==> config.mk <==
export PLATFORM = sky130hd
export DESIGN_NAME = tpc_timer
export DESIGN_NICKNAME = d
export VERILOG_FILES = /design/src/verilog/tpc_pkg.sv /design/src/verilog/tpc_timer.sv
export SDC_FILE = /design/constraint.sdc
export NUM_CORES = 1
export LEC_CHECK = 0
export BUFFER_PORTS_ARGS = -buffer_cell sky130_fd_sc_hd__buf_4
export CORE_AREA = 2 2 149 151
export DETAILED_ROUTE_END_ITERATION = 10
export DIE_AREA = 0 0 151 153
export GPL_ROUTABILITY_DRIVEN = 1
export PLACE_DENSITY = 0.46
export SYNTH_ARGS = -nofsm -noshare
export SYNTH_HDL_FRONTEND = slang
export SYNTH_SLANG_ARGS = --single-unit
==> constraint.sdc <==
create_clock -name clk_sys_in -period 7.5 [get_ports clk_sys_in]
set_clock_uncertainty 0.1 [all_clocks]
set_input_delay 1.875 -clock clk_sys_in [delete_from_list [all_inputs] [get_ports clk_sys_in]]
set_output_delay 1.875 -clock clk_sys_in [all_outputs]
set_load 0.01 [all_outputs]
==> src/verilog/tpc_pkg.sv <==
package tpc_pkg;

  // ********************************************************************
  // Widths
  // ********************************************************************
  localparam int unsigned ADDR_W = 4;
  localparam int unsigned DATA_W = 8;
  localparam int unsigned CNT_W  = 16;
  localparam int unsigned PRE_W  = 7;

  // ********************************************************************
  // Register offsets
  // ********************************************************************
  localparam logic [3:0] OFS_CNT_HI = 4'h0;
  localparam logic [3:0] OFS_CNT_LO = 4'h1;
  localparam logic [3:0] OFS_RLD_HI = 4'h2;
  localparam logic [3:0] OFS_RLD_LO = 4'h3;
  localparam logic [3:0] OFS_PWM_HI = 4'h4;
  localparam logic [3:0] OFS_PWM_LO = 4'h5;
  localparam logic [3:0] OFS_CTL0   = 4'h6;
  localparam logic [3:0] OFS_CTL1   = 4'h7;

  // ********************************************************************
  // Field positions
  // ********************************************************************
  localparam int unsigned CTL1_EN_BIT   = 7;
  localparam int unsigned CTL1_POL_BIT  = 6;
  localparam int unsigned CTL1_PRE_LSB  = 3;
  localparam int unsigned CTL1_MODE_LSB = 0;
  localparam int unsigned CTL0_OUT_BIT  = 0;

  // ********************************************************************
  // Reset and restart values
  // ********************************************************************
  localparam logic [15:0] CNT_RST     = 16'h0001;
  localparam logic [15:0] CNT_RESTART = 16'h0001;
  localparam logic [15:0] RLD_RST     = 16'hffff;
  localparam logic [15:0] PWM_RST     = 16'h0000;
  localparam logic [7:0]  CTL0_RST    = 8'h00;
  localparam logic [7:0]  CTL1_RST    = 8'h00;
  localparam logic [7:0]  BYTE_ZERO   = 8'h00;
  localparam logic [6:0]  PRE_ZERO    = 7'h00;

  // ********************************************************************
  // Modes
  // ********************************************************************
  typedef enum logic [2:0] {
    TPC_MODE_ONESHOT = 3'h0,
    TPC_MODE_CONT    = 3'h1,
    TPC_MODE_COUNTER = 3'h2,
    TPC_MODE_PWM     = 3'h3,
    TPC_MODE_CAPTURE = 3'h4,
    TPC_MODE_COMPARE = 3'h5,
    TPC_MODE_GATED   = 3'h6,
    TPC_MODE_CAPCMP  = 3'h7
  } tpc_mode_t;

endpackage

==> src/verilog/tpc_timer.sv <==
`timescale 1ns/10ps
module tpc_timer
  import tpc_pkg::*;
(
  input  wire logic              clk_sys_in,
  input  wire logic              rst_n_in,
  input  wire logic [ADDR_W-1:0] addr_in,
  input  wire logic [DATA_W-1:0] wr_data_in,
  input  wire logic              wr_in,
  input  wire logic              rd_in,
  input  wire logic              timer_in,
  output logic      [DATA_W-1:0] rd_data_out,
  output logic                   timer_out,
  output logic                   irq_out
);

  // ********************************************************************
  // State
  // ********************************************************************
  logic [CNT_W-1:0]  cnt_q,      cnt_d;
  logic [CNT_W-1:0]  rld_q,      rld_d;
  logic [CNT_W-1:0]  pwm_q,      pwm_d;
  logic [DATA_W-1:0] rld_hold_q, rld_hold_d;
  logic [DATA_W-1:0] lo_hold_q,  lo_hold_d;
  logic [DATA_W-1:0] ctl0_q,     ctl0_d;
  logic [DATA_W-1:0] ctl1_q,     ctl1_d;
  logic [DATA_W-1:0] rd_data_q,  rd_data_d;
  logic [PRE_W-1:0]  pre_q,      pre_d;
  logic              tout_q,     tout_d;
  logic              pin_q,      pin_d;
  logic              irq_q,      irq_d;
  logic              started_q,  started_d;
  logic              tin_q,      tin_d;
  logic              tin_prev_q, tin_prev_d;

  // ********************************************************************
  // Decoded control
  // ********************************************************************
  logic              en;
  logic              pol;
  logic [2:0]        pre_sel;
  tpc_mode_t         mode;
  logic [PRE_W-1:0]  pre_last;
  logic              tick;
  logic              rise;
  logic              fall;
  logic              edge_sel;
  logic              active;
  logic              gate_fall;
  logic              cap_now;
  logic [CNT_W-1:0]  cnt_inc;
  logic              wr_cnt;

  assign en       = ctl1_q[CTL1_EN_BIT];
  assign pol      = ctl1_q[CTL1_POL_BIT];
  assign pre_sel  = ctl1_q[CTL1_PRE_LSB +: 3];
  assign mode     = tpc_mode_t'(ctl1_q[CTL1_MODE_LSB +: 3]);
  // Divide by 2**pre_sel, so 1 up to 128
  assign pre_last = PRE_W'((8'h01 << pre_sel) - 8'h01);
  assign tick     = en && (pre_q == pre_last);
  // Edges are seen on the registered copy, one cycle after the pin
  assign rise      = tin_q && !tin_prev_q;
  assign fall      = !tin_q && tin_prev_q;
  assign edge_sel  = pol ? fall : rise;
  assign active    = tin_q ^ pol;
  assign gate_fall = (tin_prev_q ^ pol) && !active;
  assign cnt_inc   = cnt_q + 16'h0001;
  assign wr_cnt    = wr_in && (addr_in == OFS_CNT_HI || addr_in == OFS_CNT_LO);
  assign cap_now   = en && edge_sel && ((mode == TPC_MODE_CAPTURE) ||
                     (mode == TPC_MODE_CAPCMP && started_q));

  // ********************************************************************
  // Next state
  // ********************************************************************
  always_comb begin
    cnt_d      = cnt_q;
    rld_d      = rld_q;
    pwm_d      = pwm_q;
    rld_hold_d = rld_hold_q;
    lo_hold_d  = lo_hold_q;
    ctl0_d     = ctl0_q;
    ctl1_d     = ctl1_q;
    rd_data_d  = BYTE_ZERO;
    tout_d     = tout_q;
    irq_d      = 1'b0;
    started_d  = started_q;
    tin_d      = timer_in;
    tin_prev_d = tin_q;
    pre_d      = (!en || tick) ? PRE_ZERO : PRE_W'(pre_q + 7'h01);
    if (!en) begin
      // Idle output sits at the polarity level, ready for the first period
      tout_d    = pol;
      started_d = 1'b0;
    end else begin
      unique case (mode)
        TPC_MODE_PWM: begin
          if (tick) begin
            if (cnt_q == rld_q) begin
              cnt_d  = CNT_RESTART;
              irq_d  = 1'b1;
              tout_d = pol;
            end else begin
              cnt_d = cnt_inc;
              if (cnt_q == pwm_q) begin
                tout_d = ~pol;
              end
            end
          end
        end
        TPC_MODE_CAPTURE: begin
          if (tick) begin
            cnt_d = cnt_inc;
            if (cnt_q == rld_q) begin
              irq_d = 1'b1;
            end
          end
          if (cap_now) begin
            pwm_d = cnt_q;
            irq_d = 1'b1;
          end
        end
        TPC_MODE_COMPARE: begin
          if (tick) begin
            cnt_d = cnt_inc;
            if (cnt_q == rld_q) begin
              irq_d  = 1'b1;
              tout_d = ~tout_q;
            end
          end
        end
        TPC_MODE_GATED: begin
          if (tick && active) begin
            if (cnt_q == rld_q) begin
              cnt_d  = CNT_RESTART;
              irq_d  = 1'b1;
              tout_d = ~tout_q;
            end else begin
              cnt_d = cnt_inc;
            end
          end
          if (gate_fall) begin
            irq_d = 1'b1;
          end
        end
        TPC_MODE_CAPCMP: begin
          if (!started_q) begin
            if (edge_sel) begin
              started_d = 1'b1;
            end
          end else if (cap_now) begin
            // Edge beats a same-cycle compare match
            pwm_d = cnt_q;
            irq_d = 1'b1;
            cnt_d = CNT_RESTART;
          end else if (tick) begin
            if (cnt_q == rld_q) begin
              irq_d = 1'b1;
              cnt_d = CNT_RESTART;
            end else begin
              cnt_d = cnt_inc;
            end
          end
        end
        TPC_MODE_ONESHOT, TPC_MODE_CONT, TPC_MODE_COUNTER: begin
          // Not carried by this block: the counter holds
        end
      endcase
    end
    if (wr_in) begin
      unique case (addr_in)
        OFS_CNT_HI: cnt_d[15:8] = wr_data_in;
        OFS_CNT_LO: cnt_d[7:0]  = wr_data_in;
        OFS_RLD_HI: rld_hold_d  = wr_data_in;
        OFS_RLD_LO: rld_d       = {rld_hold_q, wr_data_in};
        OFS_PWM_HI: begin
          // A capture in the same cycle wins over software
          if (!cap_now) begin
            pwm_d[15:8] = wr_data_in;
          end
        end
        OFS_PWM_LO: begin
          if (!cap_now) begin
            pwm_d[7:0] = wr_data_in;
          end
        end
        OFS_CTL0:   ctl0_d = wr_data_in;
        OFS_CTL1:   ctl1_d = wr_data_in;
        default:    ;
      endcase
    end
    if (rd_in) begin
      unique case (addr_in)
        OFS_CNT_HI: begin
          rd_data_d = cnt_q[15:8];
          if (en) begin
            lo_hold_d = cnt_q[7:0];
          end
        end
        OFS_CNT_LO: rd_data_d = en ? lo_hold_q : cnt_q[7:0];
        OFS_RLD_HI: rd_data_d = rld_q[15:8];
        OFS_RLD_LO: rd_data_d = rld_q[7:0];
        OFS_PWM_HI: rd_data_d = pwm_q[15:8];
        OFS_PWM_LO: rd_data_d = pwm_q[7:0];
        OFS_CTL0:   rd_data_d = ctl0_q;
        OFS_CTL1:   rd_data_d = ctl1_q;
        default:    rd_data_d = BYTE_ZERO;
      endcase
    end
    // Pin follows the internal level one cycle later, low while the CTL0 output bit is clear
    pin_d = ctl0_q[CTL0_OUT_BIT] ? tout_q : 1'b0;
  end

  // ********************************************************************
  // Registers
  // ********************************************************************
  always_ff @(posedge clk_sys_in or negedge rst_n_in) begin
    if (!rst_n_in) begin
      cnt_q      <= CNT_RST;
      rld_q      <= RLD_RST;
      pwm_q      <= PWM_RST;
      rld_hold_q <= BYTE_ZERO;
      lo_hold_q  <= BYTE_ZERO;
      ctl0_q     <= CTL0_RST;
      ctl1_q     <= CTL1_RST;
      rd_data_q  <= BYTE_ZERO;
      pre_q      <= PRE_ZERO;
      tout_q     <= 1'b0;
      pin_q      <= 1'b0;
      irq_q      <= 1'b0;
      started_q  <= 1'b0;
      tin_q      <= 1'b0;
      tin_prev_q <= 1'b0;
    end else begin
      cnt_q      <= cnt_d;
      rld_q      <= rld_d;
      pwm_q      <= pwm_d;
      rld_hold_q <= rld_hold_d;
      lo_hold_q  <= lo_hold_d;
      ctl0_q     <= ctl0_d;
      ctl1_q     <= ctl1_d;
      rd_data_q  <= rd_data_d;
      pre_q      <= pre_d;
      tout_q     <= tout_d;
      pin_q      <= pin_d;
      irq_q      <= irq_d;
      started_q  <= started_d;
      tin_q      <= tin_d;
      tin_prev_q <= tin_prev_d;
    end
  end

  assign rd_data_out = rd_data_q;
  assign timer_out   = pin_q;
  assign irq_out     = irq_q;
endmodule // tpc_timer

==> tab_implementation.tex, run 1 <==
\begin{tabular}{lr}
\hline
Metric & Value \\
\hline
\multicolumn{2}{l}{\textbf{Logic synthesis}} \\
\quad Cell type with the highest aggregate area in the netlist & dfrtp\_1 \\
\quad Net count after synthesis & 713 \\
\quad Top cell type's share of synthesized area & 0.3317 \\
\quad Synth unique cells & 67 \\
\quad Cell types with the highest counts after synthesis & 84 x dfrtp\_1, 75 x nor2\_1, 61 x nand2\_1, 51 x a21oi\_1, 51 x mux2\_2 \\
\quad Top area cells in the synthesized netlist & dfrtp\_1 33\%, mux2\_2 9.1\%, dfstp\_2 7.0\%, xor2\_1 4.7\%, nor2\_1 4.4\% \\
\quad Synthesized area & 0.006337 mm2 \\
\quad Most frequently used flop master after synthesis & dfrtp\_1 \\
\quad Number of instances in the synthesized netlist & 693 \\
\quad Most frequently used cell type in the post-synthesis netlist & dfrtp\_1 \\
\quad Synth Warn \# & 0 \\
\quad Number of enable-type register cells in the synthesized netlist & 0 \\
\quad Proportion of register bits with asynchronous set or reset after synthesis & 1.000 \\
\quad Register area share after synthesis & 0.4022 \\
\quad Mean cell area of the mapped netlist & 9.145 um2 \\
\quad Register bit count reported by yosys & 101 \\
\multicolumn{2}{l}{\textbf{Die}} \\
\quad Boundary pin count & 27 \\
\quad Die ar. & 0.02310 mm2 \\
\quad Number of rows in the core area & 54 \\
\quad Die span in y & 153 um \\
\quad Horizontal die dimension & 151 um \\
\quad Area of the core region & 0.02149 mm2 \\
\quad Initial standard-cell utilization of the core & 0.2950 \\
\multicolumn{2}{l}{\textbf{Min path}} \\
\quad Hold Path Stages & 1 \\
\quad Source of the worst hold timing path & rld\_hold\_q[2] \\
\quad Type of the tightest min-delay check & register to register \\
\quad Terminating pin of the worst hold path & rld\_q[10] \\
\multicolumn{2}{l}{\textbf{Clocking}} \\
\quad Clock transition at the registers of the reported paths & 0.08 ns \\
\quad Buffers inserted by post-CTS timing repair & 0 \\
\quad Clock buffer count from CTS & 9 \\
\quad Max clock buf depth & 2 \\
\quad Buffer type at the clock tree root & clkbuf\_16 \\
\quad Cts hold-fix bufs & 0 \\
\quad TritonCTS clock tree & built \\
\quad Number of sinks on the clock net & 101 \\
\quad Clock insertion delay at the later pin of the skew report & 0.36 ns \\
\quad Total number of H-tree levels & 3 \\
\quad \# resized after CTS & 0 \\
\multicolumn{2}{l}{\textbf{Routing}} \\
\quad Per-cell routed wire length & 22.46 um \\
\quad Pre-Repair DR Iteration Count & 5 \\
\quad Via-per-instance ratio & 5.641 \\
\quad Count of nets left with antenna violations after detail routing & 0 \\
\quad Initial DRC Count & 501 \\
\quad Wirelength, routed & 21.81 mm \\
\quad Count of vias placed by the detailed router & 5,477 \\
\quad Remaining design rule violation count & 0 \\
\multicolumn{2}{l}{\textbf{Worst setup path}} \\
\quad Worst reg-to-reg path cell count & 7 \\
\quad Crit Path Max Fanout & 10 \\
\quad Classification of the worst setup path & register to register \\
\quad Kind of start point of the critical path & register \\
\quad Setup slack on the worst flop-to-flop path & 3.66 ns \\
\quad Arrival time of data at the critical path endpoint & 3.98 ns \\
\quad Worst reg2reg endpoint & cnt\_q[12] \\
\quad Data required time at the worst endpoint & 7.64 ns \\
\quad Crit. End Element & register \\
\quad FF-to-FF Start & cnt\_q[7] \\
\multicolumn{2}{l}{\textbf{Layout}} \\
\quad Synth-to-layout area growth & 11.19\% \\
\quad Proportion of layout cells with a drive suffix above 1 & 0.1896 \\
\quad \# diodes & 0 \\
\quad Utilization after layout & 0.3280 \\
\quad Number of nets in the layout & 706 \\
\multicolumn{2}{l}{\textbf{Placement}} \\
\quad Routability Congestion & 0.9519 \\
\quad Detailed placement HPWL & 15.38 mm \\
\quad Port-buffer cells & 26 \\
\quad Pre-CTS setup slack & 3.616 ns \\
\multicolumn{2}{l}{\textbf{Global route}} \\
\quad Largest net degree at the start of global routing & 85 \\
\quad First-pass GRT wire length & 33.50 mm \\
\quad Number of global-route vias before repair & 5,288 \\
\quad Sum of overflow across all layers after global routing & 0 \\
\quad Gr usage total & 0.1934 \\
\quad Initial antenna violation count & 0 \\
\multicolumn{2}{l}{\textbf{Power and ir drop}} \\
\quad Sw Ratio & 0.4086 \\
\quad Maximum ir drop on the vdd rail & 122.4 uV \\
\quad Part of the total power dissipated in the clock network & 0.229 \\
\quad Internal power contribution & 1.294 mW \\
\quad Power per cell area & 310.4 mW/mm2 \\
\quad Part of the power in registers & 0.456 \\
\quad Share of total power in combinational logic & 0.315 \\
\quad Switching power total & 0.8936 mW \\
\quad Standby leakage power & 2.977 nW \\
\multicolumn{2}{l}{\textbf{STA}} \\
\quad Fmax & 260.7 MHz \\
\quad Final number of setup-violating endpoints & 0 \\
\quad Final Hold Fails & 0 \\
\quad Unrepaired setup endpoints after global routing & no \\
\quad Worst Max-Slew Pin Slew & 1.093 ns \\
\quad Final setup margin & 3.665 ns \\
\quad Post-route minimum period & 3.835 ns \\
\quad Setup TNS & 0 ns \\
\quad Final Max Tran Viols & 0 \\
\quad Post-route fraction of the period consumed by the critical path & 0.5114 \\
\quad Slew Limit Headroom & 0.2715 \\
\multicolumn{2}{l}{\textbf{Outcome}} \\
\quad Status & completed \\
\multicolumn{2}{l}{\textbf{Run}} \\
\quad Number of maximum-capacitance violations & 0 \\
\hline
\end{tabular}
[cells in the final DEF, fill, tap and decap left out, types with 6 or more instances in the layout]
cell	count
dfrtp_1	84
inv_1	11
nand2_1	61
xor2_1	34
clkbuf_16	9
nor2_1	75
mux2i_1	25
and3_1	9
nand3_1	13
nor3_1	16
a21oi_1	51
nand4_1	6
nor4_1	11
a211oi_1	6
mux2_2	51
a31oi_1	18
and2_1	9
xnor2_1	10
dfstp_2	17
nand2b_1	9
o21ai_0	29
buf_4	32
[power groups by stage]
| stage | clock network (mW) | logic, mW | registers (mW) |
|---|---|---|---|
| global placement | 0 | 0.668 | 1.01 |
| global route | 0.538 | 0.753 | 1.02 |
| floorplan | 0 | 0.593 | 0.810 |
| CTS | 0.511 | 0.681 | 0.992 |
| detailed placement | 0 | 0.676 | 1.00 |
| finish | 0.500 | 0.689 | 0.998 |
[area by class of cell]
| type | instances | area (um2) |
|---|---|---|
| inverters | 12 | 45.04 |
| clock buffers | 9 | 225.2 |
| well taps | 280 | 350.3 |
| flip-flops and latches | 101 | 2549 |
| multi-input cells | 530 | 3546 |
| fillers | 2226 | 14440 |
| clock inverters | 7 | 91.34 |
| repair buffers | 32 | 240.2 |
[critical path: stages (launching register included)]
cell     delay (ns)
dfrtp_1        0.75
xor2_1         0.21
nor4_1         0.61
nand4_1        0.62
nor2_1         0.66
and2_1         0.30
nor4_1         0.08
o32a_1         0.37
[per-stage QoR]
step                      power [mW]  cell area (um2)  instances  hold slack, ns
final                          2.187             7047        971          0.4046
after CTS                      2.184             7047        971          0.4079
after global placement         1.673             6730        955          0.3690
after detailed placement       1.679             6730        955          0.3895
after floorplan                1.403             6337        693          0.3496
after global routing           2.309             7047        971          0.4244
[flip-flops by register name, indices dropped and copies added, names as in the netlist, 8 cells and up]
register     cells
ctl1_q           8
lo_hold_q        8
rd_data_out      8
rld_hold_q       8
pwm_q           16
rld_q           16
ctl0_q           8
cnt_q           16
[logic make-up after synthesis]
logic type / count (synthesis) / share of synthesized area
flip-flops: 101 / 0.4022
AND/OR/NAND/NOR: 242 / 0.1893
XOR/XNOR: 44 / 0.06081
adder cells (fa/ha/maj): 3 / 0.005924
AO/OA/AOI/OAI: 163 / 0.1662
buffers and inverters: 62 / 0.03830
multiplexers: 78 / 0.1372
[worst max-delay path by stage]
stage / start / endpoint / slack [ns] / cells past startpoint
6_report: cnt_q[7] / cnt_q[12] / 3.66 / 7
5_1_grt: ctl1_q[5] / cnt_q[13] / 3.53 / 10
4_1_cts: ctl1_q[5] / cnt_q[14] / 3.75 / 10
3_5_place_dp: addr_in[0] / cnt_q[5] / 3.62 / 8
3_3_place_gp: addr_in[1] / cnt_q[5] / 3.70 / 8
2_1_floorplan: addr_in[0] / rld_q[6] / 3.86 / 5
[per-layer routing]
metal  up-vias  share of wire  global-route usage
met5         -              0                   0
met4         0          0.021             0.05919
met3        29          0.052             0.03254
met2       199           0.46              0.2909
met1      2758           0.47              0.2827
li1       2491              -                   -
Power figures use the tool's default switching activity.
==> run 2: changes to the inputs <==
--- a/config.mk
+++ b/config.mk
@@ -5,12 +5,13 @@
 export SDC_FILE = /design/constraint.sdc
 export NUM_CORES = 1
 export LEC_CHECK = 0
+export ABC_AREA = 1
 export BUFFER_PORTS_ARGS = -buffer_cell sky130_fd_sc_hd__buf_4
-export CORE_AREA = 2 2 149 151
+export CORE_AREA = 2 2 152 154
 export DETAILED_ROUTE_END_ITERATION = 10
-export DIE_AREA = 0 0 151 153
+export DIE_AREA = 0 0 154 156
 export GPL_ROUTABILITY_DRIVEN = 1
-export PLACE_DENSITY = 0.46
+export PLACE_DENSITY = 0.48
 export SYNTH_ARGS = -nofsm -noshare
 export SYNTH_HDL_FRONTEND = slang
 export SYNTH_SLANG_ARGS = --single-unit
==> constraint.sdc (replaced) <==
create_clock -name clk_sys_in -period 3.2 [get_ports clk_sys_in]
set_clock_uncertainty 0.1 [all_clocks]
set_input_delay 0.8 -clock clk_sys_in [delete_from_list [all_inputs] [get_ports clk_sys_in]]
set_output_delay 0.8 -clock clk_sys_in [all_outputs]
set_load 0.01 [all_outputs]
==> run 2 against run 1 <==
Compared with the run above: maximum frequency rose by 35%; flip-flop and latch count unchanged; register-to-register slack lost 3.3 ns; combinational power rose to 3.2 times the previous value; power rose to 2.6 times the previous value; non-clock buffer count up 24; worst hold slack worse by 0.13 ns; first-iteration DRC count grew 9.6%; final cell count up 30%; largest cell class unchanged.
==> tab_implementation.tex, run 2 <==
\begin{tabular}{lr}
\hline
Metric & Value \\
\hline
\multicolumn{2}{l}{\textbf{Logic synthesis}} \\
\quad Synthesized area & 0.006604 mm2 (+4.2\%) \\
\quad Portion of netlist area occupied by mux cells & 0.008526 (-0.1287) \\
\quad Register bit count reported by yosys & 101 (unchanged) \\
\quad Net count after synthesis & 962 (+35\%) \\
\quad Xor/xnor cell area share of the yosys netlist & 0.04377 (-0.01704) \\
\quad Cell types with the highest counts after synthesis & 292 x nand2\_1, 94 x o21ai\_0, 88 x nor2\_1, 84 x dfrtp\_1, 84 x inv\_1 \\
\quad Proportion of register bits with asynchronous set or reset after synthesis & 1.000 (unchanged) \\
\quad Largest family of logic cells by synthesized area & simple AND/OR/NAND/NOR gates \\
\quad Cell type with the highest aggregate area in the netlist & dfrtp\_1 \\
\quad Synth Warn \# & 0 (unchanged) \\
\quad Mean cell area of the mapped netlist & 7.010 um2 (-23\%) \\
\quad Top cell type's share of synthesized area & 0.3183 (-0.01339) \\
\quad Number of enable-type register cells in the synthesized netlist & 0 (unchanged) \\
\quad Number of instances in the synthesized netlist & 942 (+36\%) \\
\quad Fraction of the mapped netlist area in compound gates & 0.1609 (-0.005383) \\
\quad Most frequently used cell type in the post-synthesis netlist & nand2\_1 \\
\quad Simple-Gate Fraction of Synth Area & 0.3083 (+0.1189) \\
\quad Synth unique cells & 43 (-36\%) \\
\quad Most frequently used flop master after synthesis & dfrtp\_1 \\
\quad Adder-cell share of the synthesized area & 0.005684 (-0.0002390) \\
\quad Top area cells in the synthesized netlist & dfrtp\_1 32\%, nand2\_1 17\%, o21ai\_0 7.1\%, dfstp\_2 6.8\%, nor2\_1 5.0\% \\
\quad Register area share after synthesis & 0.3859 (-0.01623) \\
\multicolumn{2}{l}{\textbf{Global route}} \\
\quad First-pass GRT wire length & 37.80 mm (+13\%) \\
\quad Sum of overflow across all layers after global routing & 0 (unchanged) \\
\quad Initial antenna violation count & 0 (unchanged) \\
\quad Largest net degree at the start of global routing & 72 (-15\%) \\
\quad Gr usage total & 0.2050 (+0.01160) \\
\quad Number of global-route vias before repair & 6,317 (+19\%) \\
\multicolumn{2}{l}{\textbf{Die}} \\
\quad Die span in y & 156 um (+2.0\%) \\
\quad Horizontal die dimension & 154 um (+2.0\%) \\
\quad Boundary pin count & 27 (unchanged) \\
\quad Die ar. & 0.02402 mm2 (+4.0\%) \\
\quad Area of the core region & 0.02237 mm2 (+4.1\%) \\
\quad Number of rows in the core area & 55 (+1.9\%) \\
\quad Initial standard-cell utilization of the core & 0.2953 (+0.0003158) \\
\multicolumn{2}{l}{\textbf{Worst setup path}} \\
\quad Crit. End Element & register \\
\quad Crit Path Max Fanout & 13 (+3) \\
\quad Arrival time of data at the critical path endpoint & 3.00 ns (-0.98 ns) \\
\quad Classification of the worst setup path & register to register \\
\quad Data required time at the worst endpoint & 3.35 ns (-4.29 ns) \\
\quad Kind of start point of the critical path & register \\
\multicolumn{2}{l}{\textbf{Power and ir drop}} \\
\quad Power per cell area & 747.5 mW/mm2 (+140\%) \\
\quad Maximum ir drop on the vdd rail & 273.6 uV (+120\%) \\
\quad Standby leakage power & 3.575 nW (+20\%) \\
\multicolumn{2}{l}{\textbf{Clocking}} \\
\quad Clock insertion delay at the later pin of the skew report & 0.36 ns (about the same) \\
\quad Buffers inserted by post-CTS timing repair & 0 (unchanged) \\
\quad Buffer type at the clock tree root & clkbuf\_16 \\
\quad Cts hold-fix bufs & 0 (unchanged) \\
\quad TritonCTS clock tree & built \\
\quad Clock buffer count from CTS & 9 (unchanged) \\
\quad Total number of H-tree levels & 3 (unchanged) \\
\quad Max clock buf depth & 2 (unchanged) \\
\quad Clock transition at the registers of the reported paths & 0.08 ns (about the same) \\
\quad Number of sinks on the clock net & 101 (unchanged) \\
\quad \# resized after CTS & 0 (unchanged) \\
\multicolumn{2}{l}{\textbf{STA}} \\
\quad Post-route fraction of the period consumed by the critical path & 0.8901 (+0.3787) \\
\quad Setup TNS & 0 ns (unchanged) \\
\quad Final number of setup-violating endpoints & 0 (unchanged) \\
\quad Final Hold Fails & 0 (unchanged) \\
\quad Unrepaired setup endpoints after global routing & no \\
\quad Fmax & 351.1 MHz (+35\%) \\
\quad Worst Max-Slew Pin Slew & 0.5678 ns (-0.5249 ns) \\
\quad Final Max Tran Viols & 0 (unchanged) \\
\quad Slew Limit Headroom & 0.6204 (+0.3489) \\
\quad Post-route minimum period & 2.848 ns (-0.9872 ns) \\
\multicolumn{2}{l}{\textbf{Outcome}} \\
\quad Status & completed \\
\multicolumn{2}{l}{\textbf{Layout}} \\
\quad Most common cell after layout, fill and taps aside & nand2\_1 \\
\quad Utilization after layout & 0.3361 (+0.008136) \\
\quad Final-layout fill cell count & 2,458 (+10\%) \\
\quad Summed area of non-filler cells in the final layout & 0.007517 mm2 (+6.7\%) \\
\quad Synth-to-layout area growth & 13.83\% \\
\quad Number of nets in the layout & 995 (+41\%) \\
\quad Top flop regs & cnt\_q: 16 flops, pwm\_q: 16 flops, rld\_q: 16 flops \\
\quad Proportion of layout cells with a drive suffix above 1 & 0.1357 (-0.05387) \\
\quad \# diodes & 0 (unchanged) \\
\quad Commonest non-fill, non-tap cells in the layout & 292 x nand2\_1, 94 x o21ai\_0, 88 x nor2\_1 \\
\multicolumn{2}{l}{\textbf{Routing}} \\
\quad Initial DRC Count & 549 (+9.6\%) \\
\quad Via-per-instance ratio & 5.096 (-9.7\%) \\
\quad Per-cell routed wire length & 18.67 um (-17\%) \\
\quad Count of vias placed by the detailed router & 6,446 (+18\%) \\
\quad Remaining design rule violation count & 0 (unchanged) \\
\quad Wirelength, routed & 23.62 mm (+8.3\%) \\
\quad Count of nets left with antenna violations after detail routing & 0 (unchanged) \\
\quad Pre-Repair DR Iteration Count & 5 (unchanged) \\
\multicolumn{2}{l}{\textbf{Run}} \\
\quad Number of maximum-capacitance violations & 0 (unchanged) \\
\multicolumn{2}{l}{\textbf{Placement}} \\
\quad Total placed instance area & 0.007189 mm2 (+6.8\%) \\
\quad Routability Congestion & 0.9120 (-4.2\%) \\
\quad Port-buffer cells & 26 (unchanged) \\
\quad Detailed placement HPWL & 17.93 mm (+17\%) \\
\multicolumn{2}{l}{\textbf{Min path}} \\
\quad Type of the tightest min-delay check & input pin to asynchronous set/reset pin \\
\hline
\end{tabular}
==> run 2: cell count changes after synthesis, moves of 10 or more <==
| cell | before | now |
|---|---|---|
| a21oi_2 | 1 | 13 |
| a31oi_1 | 18 | 1 |
| clkbuf_1 | 38 | 12 |
| inv_1 | 11 | 84 |
| mux2_2 | 51 | 5 |
| mux2i_1 | 25 | 0 |
| nand2_1 | 61 | 292 |
| nand3_1 | 13 | 60 |
| nor2_1 | 75 | 88 |
| nor4_1 | 11 | 1 |
| o21ai_0 | 29 | 94 |
| o22ai_1 | 4 | 16 |
| xor2_1 | 34 | 16 |
==> run 2: layer usage <==
metal	GRT usage	part of all wire	wire [um]	vias to the layer above
met5	0	0	0	-
met4	0.06542	0.028	659	0
met3	0.02944	0.053	1241	37
met2	0.3338	0.46	10780	213
met1	0.2814	0.46	10930	3061
li1	-	-	-	3135
==> run 2: worst max-delay path, stage by stage, from the launching register on <==
cell	delay (ns)
dfrtp_1	0.50
nor2_4	0.21
nand2_2	0.08
ha_1	0.23
inv_1	0.09
nand2_1	0.07
nand2_1	0.07
nand2_1	0.05
nand2_1	0.09
nand2_1	0.08
inv_1	0.06
nand4_1	0.20
inv_1	0.46
nand3_1	0.14
nand3_1	0.11
nand2_1	0.06
nand2_1	0.08
a21oi_2	0.05
==> run 2: worst paths after layout <==
check / cells past startpoint / start / endpoint / slack (ns)
hold / removal: 1 / rst_n_in / rd_data_out[6] / 0.28
max in group asynchronous: 2 / rst_n_in / cnt_q[0] / 1.94
setup / recovery: 17 / ctl1_q[4] / cnt_q[15] / 0.35
min in group clk_sys_in: 0 / tin_prev_d / tin_prev_q / 0.33
setup reg to reg: 17 / ctl1_q[4] / cnt_q[15] / 0.35
hold reg to reg: 0 / tin_prev_d / tin_prev_q / 0.33
==> run 2: kinds of logic after synthesis <==
logic type | Yosys count
AND/OR/NAND/NOR | 484
AO/OA/AOI/OAI | 186
buffers and inverters | 130
flip-flops | 101
XOR/XNOR | 33
multiplexers | 5
adder cells (fa/ha/maj) | 3
==> run 2: report_power, final <==
part	total, mW	switching, mW	internal, mW
registers	2.18	0.506	1.67
logic	2.23	1.37	0.856
clock network	1.21	0.574	0.636
total	5.62	2.45	3.17
==> run 2: layout make-up <==
type | count | area [um2] | share of cell area
inverter | 96 | 365.4 | 0.04860
clock inverter | 7 | 102.6 | 0.01365
sequential | 101 | 2549 | 0.3390
clock buffer | 9 | 225.2 | 0.02996
timing repair buffer | 56 | 432.9 | 0.05759
tap | 285 | 356.6 | 0.04744
multi-input combinational | 711 | 3486 | 0.4637
==> run 2: metrics by stage <==
| step | setup WS, ns | power (mW) | std cells | hold WS (ns) |
|---|---|---|---|---|
| after floorplan | 0.7799 | 3.568 | 942 | 0.2744 |
| final | 0.3517 | 5.619 | 1265 | 0.2790 |
| after global placement | 0.4134 | 4.394 | 1249 | 0.2994 |
| after global routing | 0.02864 | 6.051 | 1265 | 0.2993 |
| after detailed placement | 0.3589 | 4.401 | 1249 | 0.2948 |
| after CTS | 0.3351 | 5.642 | 1265 | 0.2771 |
==> run 3: changes to the inputs <==
--- a/config.mk
+++ b/config.mk
@@ -11,7 +11,7 @@
 export DETAILED_ROUTE_END_ITERATION = 10
 export DIE_AREA = 0 0 154 156
 export GPL_ROUTABILITY_DRIVEN = 1
-export PLACE_DENSITY = 0.48
+export PLACE_DENSITY = 0.46
 export SYNTH_ARGS = -nofsm -noshare
 export SYNTH_HDL_FRONTEND = slang
 export SYNTH_SLANG_ARGS = --single-unit
==> constraint.sdc (replaced) <==
create_clock -name clk_sys_in -period 3.6 [get_ports clk_sys_in]
set_clock_uncertainty 0.1 [all_clocks]
set_input_delay 0.9 -clock clk_sys_in [delete_from_list [all_inputs] [get_ports clk_sys_in]]
set_output_delay 0.9 -clock clk_sys_in [all_outputs]
set_load 0.01 [all_outputs]
==> run 3 against run 2 <==
Compared with the run above: global-route usage down 0.11 points; clock power down 11%; worst hold slack better by 0.044 ns; largest power group is now registers; non-clock buffer count down 14; critical path depth unchanged; sequential share of layout area up 0.54 points; die area unchanged; first-iteration DRC count down 1.6%; sequential power down 11%; highest routed layer unchanged; register-to-register slack better by 0.42 ns; critical path type unchanged.
==> tab_implementation.tex, run 3 (same netlist as run 2, synthesis figures left out) <==
\begin{tabular}{lr}
\hline
Metric & Value \\
\hline
\multicolumn{2}{l}{\textbf{Global route}} \\
\quad Number of global-route vias before repair & 6,117 (-3.2\%) \\
\quad First-pass GRT wire length & 37.27 mm (-1.4\%) \\
\quad Largest net degree at the start of global routing & 53 (-26\%) \\
\quad Initial antenna violation count & 0 (unchanged) \\
\quad Sum of overflow across all layers after global routing & 0 (unchanged) \\
\quad Gr usage total & 0.2039 (-0.001050) \\
\multicolumn{2}{l}{\textbf{Clocking}} \\
\quad Buffers inserted by post-CTS timing repair & 0 (unchanged) \\
\quad Clock transition at the registers of the reported paths & 0.08 ns (about the same) \\
\quad Clock buffer count from CTS & 9 (unchanged) \\
\quad Cts hold-fix bufs & 0 (unchanged) \\
\quad Total number of H-tree levels & 3 (unchanged) \\
\quad Max clock buf depth & 2 (unchanged) \\
\quad TritonCTS clock tree & built \\
\quad \# resized after CTS & 0 (unchanged) \\
\quad Number of sinks on the clock net & 101 (unchanged) \\
\quad Clock insertion delay at the later pin of the skew report & 0.37 ns (about the same) \\
\quad Buffer type at the clock tree root & clkbuf\_16 \\
\multicolumn{2}{l}{\textbf{Die}} \\
\quad Die ar. & 0.02402 mm2 (unchanged) \\
\quad Area of the core region & 0.02237 mm2 (unchanged) \\
\quad Die span in y & 156 um (unchanged) \\
\quad Boundary pin count & 27 (unchanged) \\
\quad Number of rows in the core area & 55 (unchanged) \\
\quad Initial standard-cell utilization of the core & 0.2953 (unchanged) \\
\quad Horizontal die dimension & 154 um (unchanged) \\
\multicolumn{2}{l}{\textbf{Routing}} \\
\quad Wirelength, routed & 23.92 mm (+1.3\%) \\
\quad Pre-Repair DR Iteration Count & 5 (unchanged) \\
\quad Initial DRC Count & 540 (-1.6\%) \\
\quad Remaining design rule violation count & 0 (unchanged) \\
\quad Count of vias placed by the detailed router & 6,399 (-0.73\%) \\
\quad Via-per-instance ratio & 5.115 (+0.38\%) \\
\quad Per-cell routed wire length & 19.12 um (+2.4\%) \\
\quad Count of nets left with antenna violations after detail routing & 0 (unchanged) \\
\multicolumn{2}{l}{\textbf{Layout}} \\
\quad \# diodes & 0 (unchanged) \\
\quad Top flop regs & cnt\_q: 16 flops, pwm\_q: 16 flops, rld\_q: 16 flops \\
\quad Summed area of non-filler cells in the final layout & 0.007398 mm2 (-1.6\%) \\
\quad Most common cell after layout, fill and taps aside & nand2\_1 \\
\quad Proportion of layout cells with a drive suffix above 1 & 0.1232 (-0.01253) \\
\quad Synth-to-layout area growth & 12.03\% \\
\quad Commonest non-fill, non-tap cells in the layout & 292 x nand2\_1, 94 x o21ai\_0, 88 x nor2\_1 \\
\quad Number of nets in the layout & 981 (-1.4\%) \\
\multicolumn{2}{l}{\textbf{Power and ir drop}} \\
\quad Power per cell area & 661.2 mW/mm2 (-12\%) \\
\quad Maximum ir drop on the vdd rail & 214.5 uV (-22\%) \\
\quad Standby leakage power & 3.498 nW (-2.2\%) \\
\multicolumn{2}{l}{\textbf{Worst setup path}} \\
\quad Crit. End Element & register \\
\quad Arrival time of data at the critical path endpoint & 2.99 ns (about the same) \\
\quad Worst path buffer plus inverter count & 1 (-2) \\
\quad Crit Path Max Fanout & 15 (+2) \\
\quad Data required time at the worst endpoint & 3.76 ns (+0.41 ns) \\
\quad Classification of the worst setup path & register to register \\
\quad Most numerous cell on the critical path & nand2\_1 \\
\quad Worst-path cell with the longest stage delay & dfrtp\_1 \\
\quad Family with the most delay on the worst path & simple AND/OR/NAND/NOR gates \\
\quad Kind of start point of the critical path & register \\
\quad Maximum cell stage delay along the critical path & 0.50 ns (about the same) \\
\quad Ordered list of cells on the worst path & nor2\_4 > nand2\_2 > ha\_1 > nand2\_1 > inv\_1 > nor2\_1 > nand3\_1 > nor2\_1 > nand2\_1 > nor3\_2 > nand3\_2 > nand2\_1 > nand2\_2 > nand3\_1 > nand2\_1 > nand2\_1 > a21oi\_2 \\
\multicolumn{2}{l}{\textbf{Placement}} \\
\quad Routability Congestion & 0.9379 (+2.8\%) \\
\quad Port-buffer cells & 26 (unchanged) \\
\quad Total placed instance area & 0.007084 mm2 (-1.5\%) \\
\quad Detailed placement HPWL & 17.70 mm (-1.3\%) \\
\multicolumn{2}{l}{\textbf{STA}} \\
\quad Final Max Tran Viols & 0 (unchanged) \\
\quad Slew Limit Headroom & 0.5457 (-0.07475) \\
\quad Unrepaired setup endpoints after global routing & no \\
\quad Worst Max-Slew Pin Slew & 0.6790 ns (+0.1112 ns) \\
\quad Setup TNS & 0 ns (unchanged) \\
\quad Final number of setup-violating endpoints & 0 (unchanged) \\
\quad Post-route minimum period & 2.830 ns (-0.01785 ns) \\
\quad Fmax & 353.3 MHz (+0.63\%) \\
\quad Post-route fraction of the period consumed by the critical path & 0.7862 (-0.1039) \\
\quad Final Hold Fails & 0 (unchanged) \\
\multicolumn{2}{l}{\textbf{Run}} \\
\quad Number of maximum-capacitance violations & 0 (unchanged) \\
\multicolumn{2}{l}{\textbf{Min path}} \\
\quad Type of the tightest min-delay check & register to register \\
\multicolumn{2}{l}{\textbf{Outcome}} \\
\quad Status & completed \\
\hline
\end{tabular}
## run 3: cell count changes in the layout (fill, tap and decap cells not counted)
cell / previous run / this run
clkinvlp_4: 0 / 1
inv_8: 2 / 3
buf_4: 55 / 41
clkinv_8: 2 / 0
## run 3: final timing paths
path / endpoint / cells past startpoint / startpoint / slack [ns]
min in group asynchronous: rld_hold_q[5] / 1 / rst_n_in / 0.48
worst min-delay path: tin_prev_q / 0 / tin_prev_d / 0.32
worst min register to register: tin_prev_q / 0 / tin_prev_d / 0.32
worst max-delay path: cnt_q[14] / 17 / ctl1_q[4] / 0.77
worst max register to register: cnt_q[14] / 17 / ctl1_q[4] / 0.77
max in group asynchronous: cnt_q[0] / 2 / rst_n_in / 2.12
## run 3: cell type report
class	instances	area (um2)
clock buffer	9	225.2
clock inverter	7	88.84
fill	2425	14970
inverter	96	365.4
multi-input combinational	711	3486
sequential	101	2549
tap	285	356.6
timing repair buffer	42	327.8
## run 3: stage by stage
step / utilization / std cells / power [mW] / hold WS, ns / setup slack, ns
final: 0.3308 / 1251 / 4.892 / 0.3234 / 0.7696
after global routing: 0.3308 / 1251 / 5.229 / 0.3381 / 0.4120
after CTS: 0.3308 / 1251 / 4.900 / 0.3337 / 0.7476
after detailed placement: 0.3168 / 1235 / 3.807 / 0.3156 / 0.6676
after global placement: 0.3168 / 1235 / 3.802 / 0.3216 / 0.7160
after floorplan: - / 942 / 3.171 / 0.2744 / 1.180
## run 3: report_power, final
part	internal [mW]	leakage [nW]	switching (mW)	total, mW
Sequential	1.49	1.25	0.459	1.95
Combinational	0.701	2.09	1.17	1.87
Clock	0.560	0.152	0.519	1.08
## run 3: metal layers
metal | track usage | vias up | part of all wire
li1 | - | 3106 | -
met1 | 0.2841 | 3029 | 0.46
met2 | 0.3286 | 220 | 0.46
met3 | 0.02028 | 44 | 0.049
met4 | 0.07566 | 0 | 0.030
met5 | 0 | - | 0
